### src/spd_pkg.sv
// constants shared by the standby power-down control block
// assumes a single 40 MHz core clock
package spd_pkg;

	// ----------------------------------------------------------------
	// command opcodes
	// ----------------------------------------------------------------
	localparam logic [7:0] OPC_STANDBY_A = 8'hE2;
	localparam logic [7:0] OPC_STANDBY_B = 8'h96;
	localparam logic [7:0] OPC_STANDBY_NOW_A = 8'hE0;
	localparam logic [7:0] OPC_STANDBY_NOW_B = 8'h94;

	// ----------------------------------------------------------------
	// timeout code encoding
	// ----------------------------------------------------------------
	localparam logic [7:0] CODE_DISABLE = 8'h00;
	localparam logic [7:0] CODE_FIVE_SEC_MAX = 8'hF0;
	localparam logic [7:0] CODE_HALF_HOUR_MAX = 8'hFB;
	localparam logic [7:0] CODE_21_MIN = 8'hFC;
	localparam logic [7:0] CODE_8_HOUR = 8'hFD;
	localparam logic [7:0] CODE_ABORT = 8'hFE;
	localparam logic [7:0] CODE_21_MIN_15_SEC = 8'hFF;

	// ----------------------------------------------------------------
	// intervals, counted in units of five seconds
	// ----------------------------------------------------------------
	localparam int UNIT_SECONDS = 5;
	localparam int CLK_HZ = 40000000;
	localparam int UNIT_CYCLES = UNIT_SECONDS * CLK_HZ;
	localparam int UNITS_W = 13;
	localparam int PRESCALE_W = 28;
	localparam logic [12:0] UNITS_HALF_HOUR = 13'h0168;
	localparam logic [12:0] UNITS_21_MIN = 13'h00FC;
	localparam logic [12:0] UNITS_8_HOUR = 13'h1680;
	localparam logic [12:0] UNITS_21_MIN_15_SEC = 13'h00FF;
	localparam logic [12:0] UNITS_ONE = 13'h0001;

	// ----------------------------------------------------------------
	// power states, gray coded along active -> down -> standby -> up
	// ----------------------------------------------------------------
	typedef enum logic [1:0] {
		SPD_ACTIVE = 2'h0,
		SPD_SPIN_DOWN = 2'h1,
		SPD_STANDBY = 2'h3,
		SPD_SPIN_UP = 2'h2
	} spd_state_e;

endpackage

### src/spd_standby_ctrl.sv
// standby / standby-immediate command handling and auto power-down timer
// assumes the task-file front end hands over decoded commands as pulses
// and that the spindle driver reports its state on asynchronous levels
`timescale 1ns/1ps
`default_nettype none

module spd_standby_ctrl
	import spd_pkg::*;
#(
	parameter int UNIT_CYCLES_P = UNIT_CYCLES
) (
	// clock and reset
	input wire logic sys_clk,
	input wire logic reset,
	// command hand-over from the task file
	input wire logic cmdValid,
	input wire logic [7:0] cmdOpcode,
	input wire logic [7:0] cmdSectorCount,
	input wire logic hostAccess,
	// media command hand-over
	input wire logic mediaReq,
	output logic mediaGo,
	// spindle driver
	input wire logic spindleStopped,
	input wire logic spindleAtSpeed,
	output logic spinDownReq,
	output logic spinUpReq,
	// status toward the task file
	output logic statusBusy,
	output logic statusReady,
	output logic statusError,
	output logic errorAbort,
	output logic cmdDone,
	output logic inStandby
);

	// ----------------------------------------------------------------
	// state
	// ----------------------------------------------------------------
	typedef struct packed {
		spd_state_e st;
		logic [2:0] stoppedSync;
		logic [2:0] speedSync;
		logic stoppedLvl;
		logic speedLvl;
		logic timerEn;
		logic [12:0] intervalUnits;
		logic [12:0] remainUnits;
		logic [27:0] prescale;
		logic cmdPending;
		logic mediaPending;
		logic mediaGo;
		logic busy;
		logic ready;
		logic err;
		logic abort;
		logic done;
		logic downReq;
		logic upReq;
		logic standby;
	} spd_regs_s;

	spd_regs_s regs_reg;
	spd_regs_s regs_next;

	logic [12:0] decUnits;
	logic decOff;
	logic decAbort;
	logic isTimed;
	logic isNow;
	logic unitTick;

	spd_timeout_decode u_decode (
		.timeoutCode(cmdSectorCount),
		.intervalUnits(decUnits),
		.timerOff(decOff),
		.codeAbort(decAbort)
	);

	assign isTimed = (cmdOpcode == OPC_STANDBY_A) || (cmdOpcode == OPC_STANDBY_B);
	assign isNow = (cmdOpcode == OPC_STANDBY_NOW_A) || (cmdOpcode == OPC_STANDBY_NOW_B);
	assign unitTick = regs_reg.prescale == PRESCALE_W'(UNIT_CYCLES_P - 1);

	// ----------------------------------------------------------------
	// next state
	// ----------------------------------------------------------------
	always_comb begin
		regs_next = regs_reg;
		regs_next.done = 1'b0;
		regs_next.mediaGo = 1'b0;

		// three-stage sync; a change counts once stages two and three agree
		regs_next.stoppedSync = {regs_reg.stoppedSync[1:0], spindleStopped};
		regs_next.speedSync = {regs_reg.speedSync[1:0], spindleAtSpeed};
		if (regs_reg.stoppedSync[1] == regs_reg.stoppedSync[2]) begin
			regs_next.stoppedLvl = regs_reg.stoppedSync[2];
		end
		if (regs_reg.speedSync[1] == regs_reg.speedSync[2]) begin
			regs_next.speedLvl = regs_reg.speedSync[2];
		end

		// idle timer: runs only in active state, restarts on host access
		if (regs_reg.st == SPD_ACTIVE && regs_reg.timerEn) begin
			regs_next.prescale = unitTick ? '0 : regs_reg.prescale + 28'h0000001;
			if (unitTick) begin
				regs_next.remainUnits = regs_reg.remainUnits - UNITS_ONE;
			end
			if (unitTick && regs_reg.remainUnits <= UNITS_ONE) begin
				regs_next.st = SPD_SPIN_DOWN;
			end
		end else begin
			regs_next.prescale = '0;
			regs_next.remainUnits = regs_reg.intervalUnits;
		end
		if (hostAccess || mediaReq) begin
			regs_next.prescale = '0;
			regs_next.remainUnits = regs_reg.intervalUnits;
		end

		// media commands wait for a spinning spindle
		if (mediaReq) begin
			if (regs_reg.st == SPD_ACTIVE) begin
				regs_next.mediaGo = 1'b1;
			end else begin
				regs_next.mediaPending = 1'b1;
			end
		end

		unique case (regs_reg.st)
			SPD_ACTIVE: begin
			end
			SPD_SPIN_DOWN: begin
				// spindle stop only; the interface side keeps running
				if (regs_reg.stoppedLvl) begin
					regs_next.st = SPD_STANDBY;
				end
			end
			SPD_STANDBY: begin
				if (regs_reg.mediaPending || mediaReq) begin
					regs_next.st = SPD_SPIN_UP;
				end
			end
			SPD_SPIN_UP: begin
				if (regs_reg.speedLvl) begin
					regs_next.st = SPD_ACTIVE;
					regs_next.mediaPending = 1'b0;
					regs_next.mediaGo = regs_reg.mediaPending;
				end
			end
		endcase

		// a command waiting on spin-down completes once the spindle is still
		if (regs_reg.cmdPending && regs_next.st == SPD_STANDBY) begin
			regs_next.cmdPending = 1'b0;
			regs_next.busy = 1'b0;
			regs_next.ready = 1'b1;
			regs_next.done = 1'b1;
		end

		// host relies on sector count being valid with the opcode
		if (cmdValid && !regs_reg.busy && (isTimed || isNow)) begin
			regs_next.err = 1'b0;
			regs_next.abort = 1'b0;
			if (isTimed && decAbort) begin
				regs_next.err = 1'b1;
				regs_next.abort = 1'b1;
				regs_next.ready = 1'b1;
				regs_next.done = 1'b1;
			end else begin
				if (isTimed) begin
					// only the timed opcode touches the stored setting
					regs_next.timerEn = !decOff;
					regs_next.intervalUnits = decUnits;
					if (!decOff) begin
						regs_next.timerEn = 1'b1;
					end
				end
				if (regs_reg.stoppedLvl) begin
					// already still: no spin-down, finish now
					regs_next.st = SPD_STANDBY;
					regs_next.ready = 1'b1;
					regs_next.done = 1'b1;
				end else begin
					regs_next.st = SPD_SPIN_DOWN;
					regs_next.busy = 1'b1;
					regs_next.ready = 1'b0;
					regs_next.cmdPending = 1'b1;
				end
			end
		end

		// state levels kept in flops of their own so the pins never carry a decode glitch
		regs_next.downReq = regs_next.st == SPD_SPIN_DOWN;
		regs_next.upReq = regs_next.st == SPD_SPIN_UP;
		regs_next.standby = regs_next.st == SPD_STANDBY;
	end

	// ----------------------------------------------------------------
	// registers
	// ----------------------------------------------------------------
	always_ff @(posedge sys_clk or posedge reset) begin
		if (reset) begin
			regs_reg <= '{st: SPD_ACTIVE, ready: 1'b1, intervalUnits: UNITS_ONE,
				remainUnits: UNITS_ONE, default: '0};
		end else begin
			regs_reg <= regs_next;
		end
	end

	// ----------------------------------------------------------------
	// outputs, all from flops
	// ----------------------------------------------------------------
	assign mediaGo = regs_reg.mediaGo;
	assign spinDownReq = regs_reg.downReq;
	assign spinUpReq = regs_reg.upReq;
	assign statusBusy = regs_reg.busy;
	assign statusReady = regs_reg.ready;
	assign statusError = regs_reg.err;
	assign errorAbort = regs_reg.abort;
	assign cmdDone = regs_reg.done;
	assign inStandby = regs_reg.standby;

endmodule // spd_standby_ctrl
`default_nettype wire

### src/spd_timeout_decode.sv
// decodes the 8-bit timeout code into a count of five-second units
// purely combinational; the caller registers the result
`timescale 1ns/1ps
`default_nettype none

module spd_timeout_decode
	import spd_pkg::*;
(
	// code in
	input wire logic [7:0] timeoutCode,
	// decoded result
	output logic [12:0] intervalUnits,
	output logic timerOff,
	output logic codeAbort
);

	// ----------------------------------------------------------------
	// decode
	// ----------------------------------------------------------------
	always_comb begin
		intervalUnits = UNITS_ONE;
		timerOff = 1'b0;
		codeAbort = 1'b0;
		if (timeoutCode == CODE_DISABLE) begin
			timerOff = 1'b1;
		end else if (timeoutCode <= CODE_FIVE_SEC_MAX) begin
			intervalUnits = {5'h00, timeoutCode};
		end else if (timeoutCode <= CODE_HALF_HOUR_MAX) begin
			intervalUnits = 13'(({5'h00, timeoutCode} - {5'h00, CODE_FIVE_SEC_MAX})
				* UNITS_HALF_HOUR);
		end else if (timeoutCode == CODE_21_MIN) begin
			intervalUnits = UNITS_21_MIN;
		end else if (timeoutCode == CODE_8_HOUR) begin
			intervalUnits = UNITS_8_HOUR;
		end else if (timeoutCode == CODE_ABORT) begin
			codeAbort = 1'b1;
		end else begin
			intervalUnits = UNITS_21_MIN_15_SEC;
		end
	end

endmodule // spd_timeout_decode
`default_nettype wire

### config.mk
export PLATFORM = sky130hd
export DESIGN_NAME = spd_standby_ctrl
export DESIGN_NICKNAME = d
export VERILOG_FILES = /design/src/spd_pkg.sv /design/src/spd_standby_ctrl.sv /design/src/spd_timeout_decode.sv
export SDC_FILE = /design/constraint.sdc
export NUM_CORES = 1
export LEC_CHECK = 0
export BUFFER_PORTS_ARGS = -buffer_cell sky130_fd_sc_hd__buf_2
export CAP_MARGIN = 0
export CORE_MARGIN = 2
export CORE_UTILIZATION = 60
export DETAILED_ROUTE_END_ITERATION = 8
export PLACE_DENSITY = 0.8
export SYNTH_ARGS = -nofsm -noshare
export SYNTH_HDL_FRONTEND = slang
export SYNTH_SLANG_ARGS = --single-unit
### constraint.sdc
create_clock -name sys_clk -period 3.6 [get_ports sys_clk]
set_clock_uncertainty 0.2 [all_clocks]
set_input_delay 0.18 -clock sys_clk [delete_from_list [all_inputs] [get_ports sys_clk]]
set_output_delay 0.18 -clock sys_clk [all_outputs]
set_load 0.02 [all_outputs]
# After elaboration in Yosys (flattened, before gate mapping)
# Cells that the tools add are included.
dict set report word_totals {
  regBits 76
  input_bits 23
  elab_cells 109
}
dict set report op_classes {
  addsub 3
  n_mul 1
  magnitude_cmp 3
  eq_ne 18
  mux 46
  bitwise_logic 1
  reduce_logical 17
}
# cell n
set op_table {}
lappend op_table {{$mux W41} 2}
lappend op_table {{$mux W13} 6}
lappend op_table {{$eq A8 B8 Y1 const B} 7}
lappend op_table {{$add A28 B1 Y28 const B} 1}
lappend op_table {{$eq A28 B28 Y1 const B} 1}
lappend op_table {{$mux W28} 1}
lappend op_table {{$mux W2} 13}
lappend op_table {{$mux W1} 21}
lappend op_table {{$le A8 B8 Y1 const B} 2}
lappend op_table {{$le A13 B1 Y1 const B} 1}
lappend op_table {{$mul A13 B6 Y10 const B} 1}
lappend op_table {{$sub A13 B1 Y13 const B} 1}
lappend op_table {{$eq A2 B2 Y1 const B} 5}
lappend op_table {{$sub A8 B8 Y9 const B} 1}
lappend op_table {{$logic_not A8 Y1} 1}
lappend op_table {{$mux W8} 1}
lappend op_table {{$logic_and A1 B1 Y1} 6}
lappend op_table {{$pmux W2 S3} 1}
lappend op_table {{$logic_or A1 B1 Y1} 5}
lappend op_table {{$mux W5} 1}
lappend op_table {{$eq A2 B1 Y1 const B} 2}
lappend op_table {{$ne A3 B2 Y1 const B} 1}
lappend op_table {{$reduce_and A3 Y1} 1}
lappend op_table {{$eq A1 B1 Y1} 2}
lappend op_table {{4 further kinds} 5}

# Logic depth before layout (Yosys ltp)
# Gate-level depths: netlist of run 1.
dict set report depth {
  depth_word 12
  ltp_mapped 13
  ltp_nobuf 13
}

# Hierarchy
# Synthesis of run 1 repeated with hierarchy kept, for this count alone.
dict set report hier_totals {
  hier_cells 470
  area_unflattened_um2 4491.8
}
# mod instances cells_each area_each_um2 seq_area_each_um2
set by_module_without_submodules {}
lappend by_module_without_submodules {spd_standby_ctrl 1 343 3524.6 1880.6}
lappend by_module_without_submodules {spd_timeout_decode 1 127 967.2 0.0}

# Least setup slack after synthesis of run 1
# Ideal clock, no wire load.
dict set report synth_timing {
  kind {input to register}
  start {input port cmdSectorCount[4]}
  end {register regs_reg[63] in the netlist's numbering}
  setup_ps 121
  t_arrival_ps 2812
  path_slack_ps 467
  stages 12
  n_path_buf 0
  path_cell_list {ha_1 > xor2_1 > ha_1 > inv_1 > fa_1 > fa_1 > inv_1 > ha_1 > a21o_1 > a21oi_1 > xnor2_1 > a22o_1}
}
dict set report synth_via {
  elab_chain_len 10
}
# element line_no
set synth_rtl {}
lappend synth_rtl {{start: declaration} spd_standby_ctrl.sv:18} ;# input wire logic [7:0] cmdSectorCount,
lappend synth_rtl {{parallel branches: the longest is 10 deep, another holds $mul A13 B6 Y10} -}
lappend synth_rtl {{end signal: assignment} spd_standby_ctrl.sv:203} ;# regs_reg <= '{st: SPD_ACTIVE, ready: 1'b1, intervalUnits: UNITS_ONE,
lappend synth_rtl {{end signal: assignment} spd_standby_ctrl.sv:206} ;# regs_reg <= regs_next;
lappend synth_rtl {{end: declaration} spd_standby_ctrl.sv:63} ;# spd_regs_s regs_reg;
# Several ways; the timed one is not identified.
# A chain may end at the register's enable or synchronous reset.

# Worst setup path after layout of run 1
dict set report layout_timing {
  start {input port cmdSectorCount[6]}
  end {register regs_reg[64] in the netlist's numbering}
}
# Same word-level chain as after synthesis.

==> qor.yml, run 1 <==
finish:
  largest_register_ffs: 63
  n_antenna_cell: 0
  final_cell_mix: "dfrtp_1, nor2_1, nand2_1, inv_1, buf_2"
  areaGrowthSynthToFinish_pct: 13.7
  final_nets: 539
  instances_no_fill: 587
  final_common_cell: "dfrtp_1"
  design_area_sq_um: 4910
  drive_above_1_share: 0.155
  postLayoutCoreUtil: 0.715
setup_path:
  cpLargestDelayFamily: "adder cells"
  rr_endpoint: "spinUpReq$_DFF_PP0_"
  crit_chain: "dlygate4sd3_1, buf_2, nand3_1, xnor2_2, ha_1, fa_1, inv_1, fa_1, inv_1, ha_1, nand2_1, o21ai_0, xnor2_1, o21ai_0"
  crit_slowest_cell: "fa_1"
  start_kind: "input port"
  cp.required_ps: 3620
  r2r_slack_ps: 1080
  worstPathArrival_ps: 3420
  critPathKind: "input port to register"
  cp-end-kind: "register"
  reg2regPathDepth: 6
  r2r-start: "regs_reg[20]$_DFF_PP0_"
  crit_path_max_fanout: 8
  cp_slowest_stage_delay_ps: 520
  crit_buf_inv: 4
synth:
  synth_seq_cells: 75
  async_flop_share: 1.00
  netlist_area_sq_um: 4320
  synth_top_family_by_area: "simple AND/OR/NAND/NOR gates"
  ys.flop_type: "dfrtp_1"
  seq_area_frac_synth: 0.435
  synthAdderAreaFrac: 0.107
  yosys.area_share.simple: 0.215
  synth-edff-count: 0
  yosysWarnings: 0
  syn_nets: 493
  syn_area_per_cell_sq_um: 9.82
  synth_compound_area_frac: 0.0981
  syn_inst: 440
  synth-xor-area-share: 0.0953
  synth_cell_type_count: 58
  synth_mux_area_frac: 0.00753
sta:
  layout_setup_ws_ps: 202
  tns_ps: 0
  relSlewSlack: 0.651
  fmax_mhz: 294
  rsz0062_at_grt: "false"
  finalCritPeriodShare: 0.944
  setup_viol: 0
  hold_violations: 0
  layout_min_cycle_time_ps: 3400
  hold-worst-slack_ps: 25.7
  worst_pin_slew_ps: 521
  maxSlewViolCount: 0
detailed_routing:
  wl_per_cell_um: 14.6
  routed_wl_um: 8590
  ant_nets: 0
  route.detailed.drc: 0
  drt_iter0_markers: 121
  vias: 3285
  routed_via_density: 5.60
  first_pass_iters: 5
cts:
  clockRootBuffer: "clkbuf_8"
  clock_sinks: 75
  cts-htree-levels: 3
  clk_latency_ps: 350
  cts_inserted_buffers: 9
  clkSlewWorstSetupHoldPaths_ps: 70
  cts_tree: "yes"
  clockBufferDepth: 2
floorplanning:
  row_count: 30
  die_w_um: 88.9
  pin_count: 32
  dieArea_sq_um: 7900
  start_util: 0.629
  die_height_um: 88.9
  fp.coreArea_sq_um: 6870
placed_design:
  placedCellCount: 559
  dp_hpwl_um: 6270
  dp_slack_ps: 123
  io_buffers: 31
  gp_congestion: 0.836
  placed_area_sq_um: 4570
hold_path:
  min_path_type: "input port to register"
  holdPathEnd: "regs_reg[59]$_DFFE_PP0P_"
  worstHoldStart: "cmdSectorCount[7]"
  min_path_cells: 3
pwr:
  total_power_mw: 2.18
  pwr-share-seq: 0.449
  switching_share: 0.310
  p_sw_uw: 676
  ir_worst_vdd_v: 0.000390
  p_per_area_nw_per_um2: 443
  internal_power_mw: 1.50
  power_frac_clock: 0.289
  p_comb_frac: 0.262
  power_leakage_nw: 2.25
flow_run:
  max_cap_viol_count: 0
grt:
  grt_max_degree: 37
  grt_overflow: 0
  grt_pass1_wl_um: 14800
  globalRouteTotalUtil: 0.242
  grt_pass1_vias: 3344
  antenna_found_initial: 0
status:
  status: "finished clean"
==> power groups by stage <==
stage	clock network, mW	registers (mW)	logic [mW]
4_1_cts	0.645	0.977	0.558
6_report	0.628	0.978	0.571
5_1_grt	0.678	0.987	0.650
2_1_floorplan	0	1.01	0.392
3_3_place_gp	0	0.988	0.527
3_5_place_dp	0	0.994	0.545
==> final cells by class <==
cell class	count	area (sq um)
Inverter	32	120
Tap cell	96	120
Timing Repair Buffer	46	298
Sequential cell	75	1880
Multi-Input combinational cell	322	2300
Clock inverter	6	66.3
Fill cell	521	1960
Clock buffer	10	128
==> timing repair <==
| item | in CTS | in global routing |
|---|---|---|
| hold buffers | 12 | 0 |
| gates resized for setup | 0 | 5 |
| endpoints found under the setup margin | 0 | 2 |
| endpoints found under the hold margin | 48 | 0 |
| buffers inserted | 0 | 0 |
==> routing by layer <==
layer / wire length (um) / share of wire / track usage
met2: 4390 / 0.51 / 0.427
met5: 0 / 0 / 0
met3: 389 / 0.045 / 0.0560
met4: 208 / 0.024 / 0.0813
met1: 3600 / 0.42 / 0.290
==> logic make-up (layout without fill, tap and decap cells) <==
logic type | Yosys count | count (layout)
and+or+nand+nor | 170 | 170
DFF | 75 | 75
AOI/OAI and AO/OA | 70 | 70
xor gates and xnor gates | 47 | 47
buffers and inverters | 43 | 94
adders and majority gates | 32 | 32
muxes | 3 | 3
==> worst max-delay path by stage <==
stage                                           to  slack (ps)  cells after the start              start
after floorplan           regs_reg[63]$_DFFE_PP0P_         470                     12  cmdSectorCount[4]
after global placement    regs_reg[63]$_DFFE_PP0P_         260                     13  cmdSectorCount[4]
after detailed placement  regs_reg[64]$_DFFE_PP0P_         120                     13  cmdSectorCount[4]
after CTS                 regs_reg[64]$_DFFE_PP0P_         150                     13  cmdSectorCount[6]
after global routing      regs_reg[64]$_DFFE_PP0P_           2                     14  cmdSectorCount[6]
final                     regs_reg[64]$_DFFE_PP0P_         200                     14  cmdSectorCount[6]
==> tightest hold or removal path, delay by kind of cell <==
| kind | cells | cell delay (ps) |
|---|---|---|
| AOI/OAI and AO/OA | 2 | 190 |
| buffers and inverters | 1 | 140 |
==> Yosys cell counts (3+ instances only) <==
cell      count  share of area
a21oi_1      26          0.030
xor2_1       31          0.063
fa_1          9          0.042
and2_1        3         0.0043
xnor2_1      16          0.032
nand4_1      11          0.016
buf_2         4         0.0046
nand3_1      17          0.020
nor3_1        4         0.0046
or3_1         7          0.010
nand2b_1      5         0.0072
dfrtp_1      72           0.42
nor4_1        4         0.0058
clkbuf_1      4         0.0035
a21o_1        4         0.0069
and3_1        5         0.0072
nand4b_1      3         0.0061
a22o_1        5          0.010
inv_1        32          0.028
nor3b_1       3         0.0052
ha_1         21          0.061
dfstp_2       3          0.018
o21ai_0      20          0.023
nor2_1       54          0.047
nand2_1      33          0.029
Power figures use the tool's default switching activity.
==> run 2: changes to the inputs <==
--- a/config.mk
+++ b/config.mk
@@ -8,9 +8,8 @@
 export BUFFER_PORTS_ARGS = -buffer_cell sky130_fd_sc_hd__buf_2
 export CAP_MARGIN = 0
 export CORE_MARGIN = 2
-export CORE_UTILIZATION = 60
+export CORE_UTILIZATION = 25
 export DETAILED_ROUTE_END_ITERATION = 8
-export PLACE_DENSITY = 0.8
 export SYNTH_ARGS = -nofsm -noshare
 export SYNTH_HDL_FRONTEND = slang
 export SYNTH_SLANG_ARGS = --single-unit
==> run 2 against run 1 <==
First-iteration DRC count up 66%. Sequential share of layout area shrank 1.7 points. Combinational power decreased by 0.7%. Maximum frequency is 1.5% lower. Highest routed layer unchanged.
==> qor.yml, run 2 (synthesis gave the netlist of run 1 again) <==
status:
  status: "finished clean"
floorplanning:
  die_height_um: 135
  row_count: 48
  dieArea_sq_um: 18400
  start_util: 0.252
  die_w_um: 135
  fp.coreArea_sq_um: 17100
  pin_count: 32
placed_design:
  gp_congestion: 0.849
  io_buffers: 31
  dp_hpwl_um: 6630
  placedCellCount: 687
  placed_area_sq_um: 4720
setup_path:
  crit_chain: "dlygate4sd3_1, buf_2, xor2_1, ha_1, inv_1, fa_1, fa_1, inv_1, ha_1, a21o_1, a21oi_1, xnor2_1, a22o_1"
  crit_slowest_cell: "fa_1"
  cp.required_ps: 3620
  cp-end-kind: "register"
  critPathKind: "input port to register"
  cp_slowest_stage_delay_ps: 540
  worstPathArrival_ps: 3470
  start_kind: "input port"
  crit_path_max_fanout: 8
sta:
  hold_violations: 0
  hold-worst-slack_ps: 20.3
  rsz0062_at_grt: "false"
  setup_viol: 0
  layout_min_cycle_time_ps: 3450
  worst_pin_slew_ps: 691
  maxSlewViolCount: 0
  relSlewSlack: 0.539
  fmax_mhz: 290
  tns_ps: 0
  finalCritPeriodShare: 0.958
detailed_routing:
  routed_via_density: 4.54
  drt_iter0_markers: 201
  first_pass_iters: 6
  wl_per_cell_um: 12.6
  route.detailed.drc: 0
  vias: 3237
  routed_wl_um: 9020
  ant_nets: 0
pwr:
  total_power_mw: 2.45
  ir_worst_vdd_v: 0.000232
  p_per_area_nw_per_um2: 476
  power_leakage_nw: 2.30
finish:
  n_antenna_cell: 0
  largest_register_ffs: 63
  drive_above_1_share: 0.150
  design_area_sq_um: 5140
  final_cell_mix: "dfrtp_1, nor2_1, nand2_1"
  instances_no_fill: 713
  areaGrowthSynthToFinish_pct: 18.8
  final_nets: 536
  final_common_cell: "dfrtp_1"
  fillers: 1779
grt:
  grt_max_degree: 43
  antenna_found_initial: 0
  globalRouteTotalUtil: 0.106
  grt_pass1_vias: 3188
  grt_pass1_wl_um: 15400
  grt_overflow: 0
cts:
  cts-htree-levels: 3
  clockRootBuffer: "clkbuf_16"
  cts_tree: "yes"
  cts_inserted_buffers: 9
  clk_latency_ps: 330
  clock_sinks: 75
  clockBufferDepth: 2
  clkSlewWorstSetupHoldPaths_ps: 60
  post_cts_buffers: 0
hold_path:
  min_path_type: "input port to register"
flow_run:
  max_cap_viol_count: 0
## run 2: stage by stage
stage / util / worst slack [ps]
detailed placement: 0.276 / 154
global placement: 0.276 / 238
finish: 0.300 / 150
global route: 0.300 / 10.7
CTS: 0.299 / 160
floorplan: - / 467
## run 2: worst max-delay path, delay by kind of cell
kind,cells,cell delay [ps]
buf+inv,4,810
fa+ha+maj,4,1610
xor+xnor,2,310
compound gates,3,540
## run 2: path summary, 6_finish.rpt
check | startpoint | end | slack [ps] | cells after the start
setup / recovery | cmdSectorCount[6] | regs_reg[63]$_DFFE_PP0P_ | 150 | 13
hold / removal | cmdSectorCount[1] | regs_reg[52]$_DFFE_PP1P_ | 20 | 3
setup reg to reg | regs_reg[31]$_DFF_PP0_ | spinUpReq$_DFF_PP0_ | 1100 | 6
hold reg to reg | regs_next[69]$_DFF_PP0_ | regs_next[70]$_DFF_PP0_ | 160 | 0
max in group asynchronous | reset | regs_reg[36]$_DFF_PP0_ | 1890 | 4
min in group asynchronous | reset | regs_reg[70]$_DFF_PP0_ | 300 | 3
## run 2: power by group
group,leakage [nW],switching [mW],internal (mW)
sequential,0.997,0.0592,0.920
clock,0.148,0.347,0.555
combinational,1.15,0.314,0.253
total,2.30,0.720,1.73
## run 2: repair_timing
item / 4_1_cts / 5_1_grt
gates resized for setup: 0 / 3
endpoints found under the setup margin: 0 / 1
hold endpoints to repair: 40 / 0
hold buffers: 10 / 0
## run 2: area by class of cell
cell class                      instances  area (sq um)  area share
Clock buffer                           10           239      0.0465
Clock inverter                          6          65.1      0.0127
Inverter                               32           120      0.0234
Multi-Input combinational cell        322          2280       0.444
Sequential cell                        75          1880       0.366
Tap cell                              225           282      0.0548
Timing Repair Buffer                   43           270      0.0526
## run 2: routing by layer
layer | up-vias | track usage | share of wire
li1 | 1606 | - | -
met1 | 1557 | 0.138 | 0.47
met3 | 20 | 0.0307 | 0.038
met2 | 54 | 0.163 | 0.46
met4 | 0 | 0.0457 | 0.027
met5 | - | 0 | 0
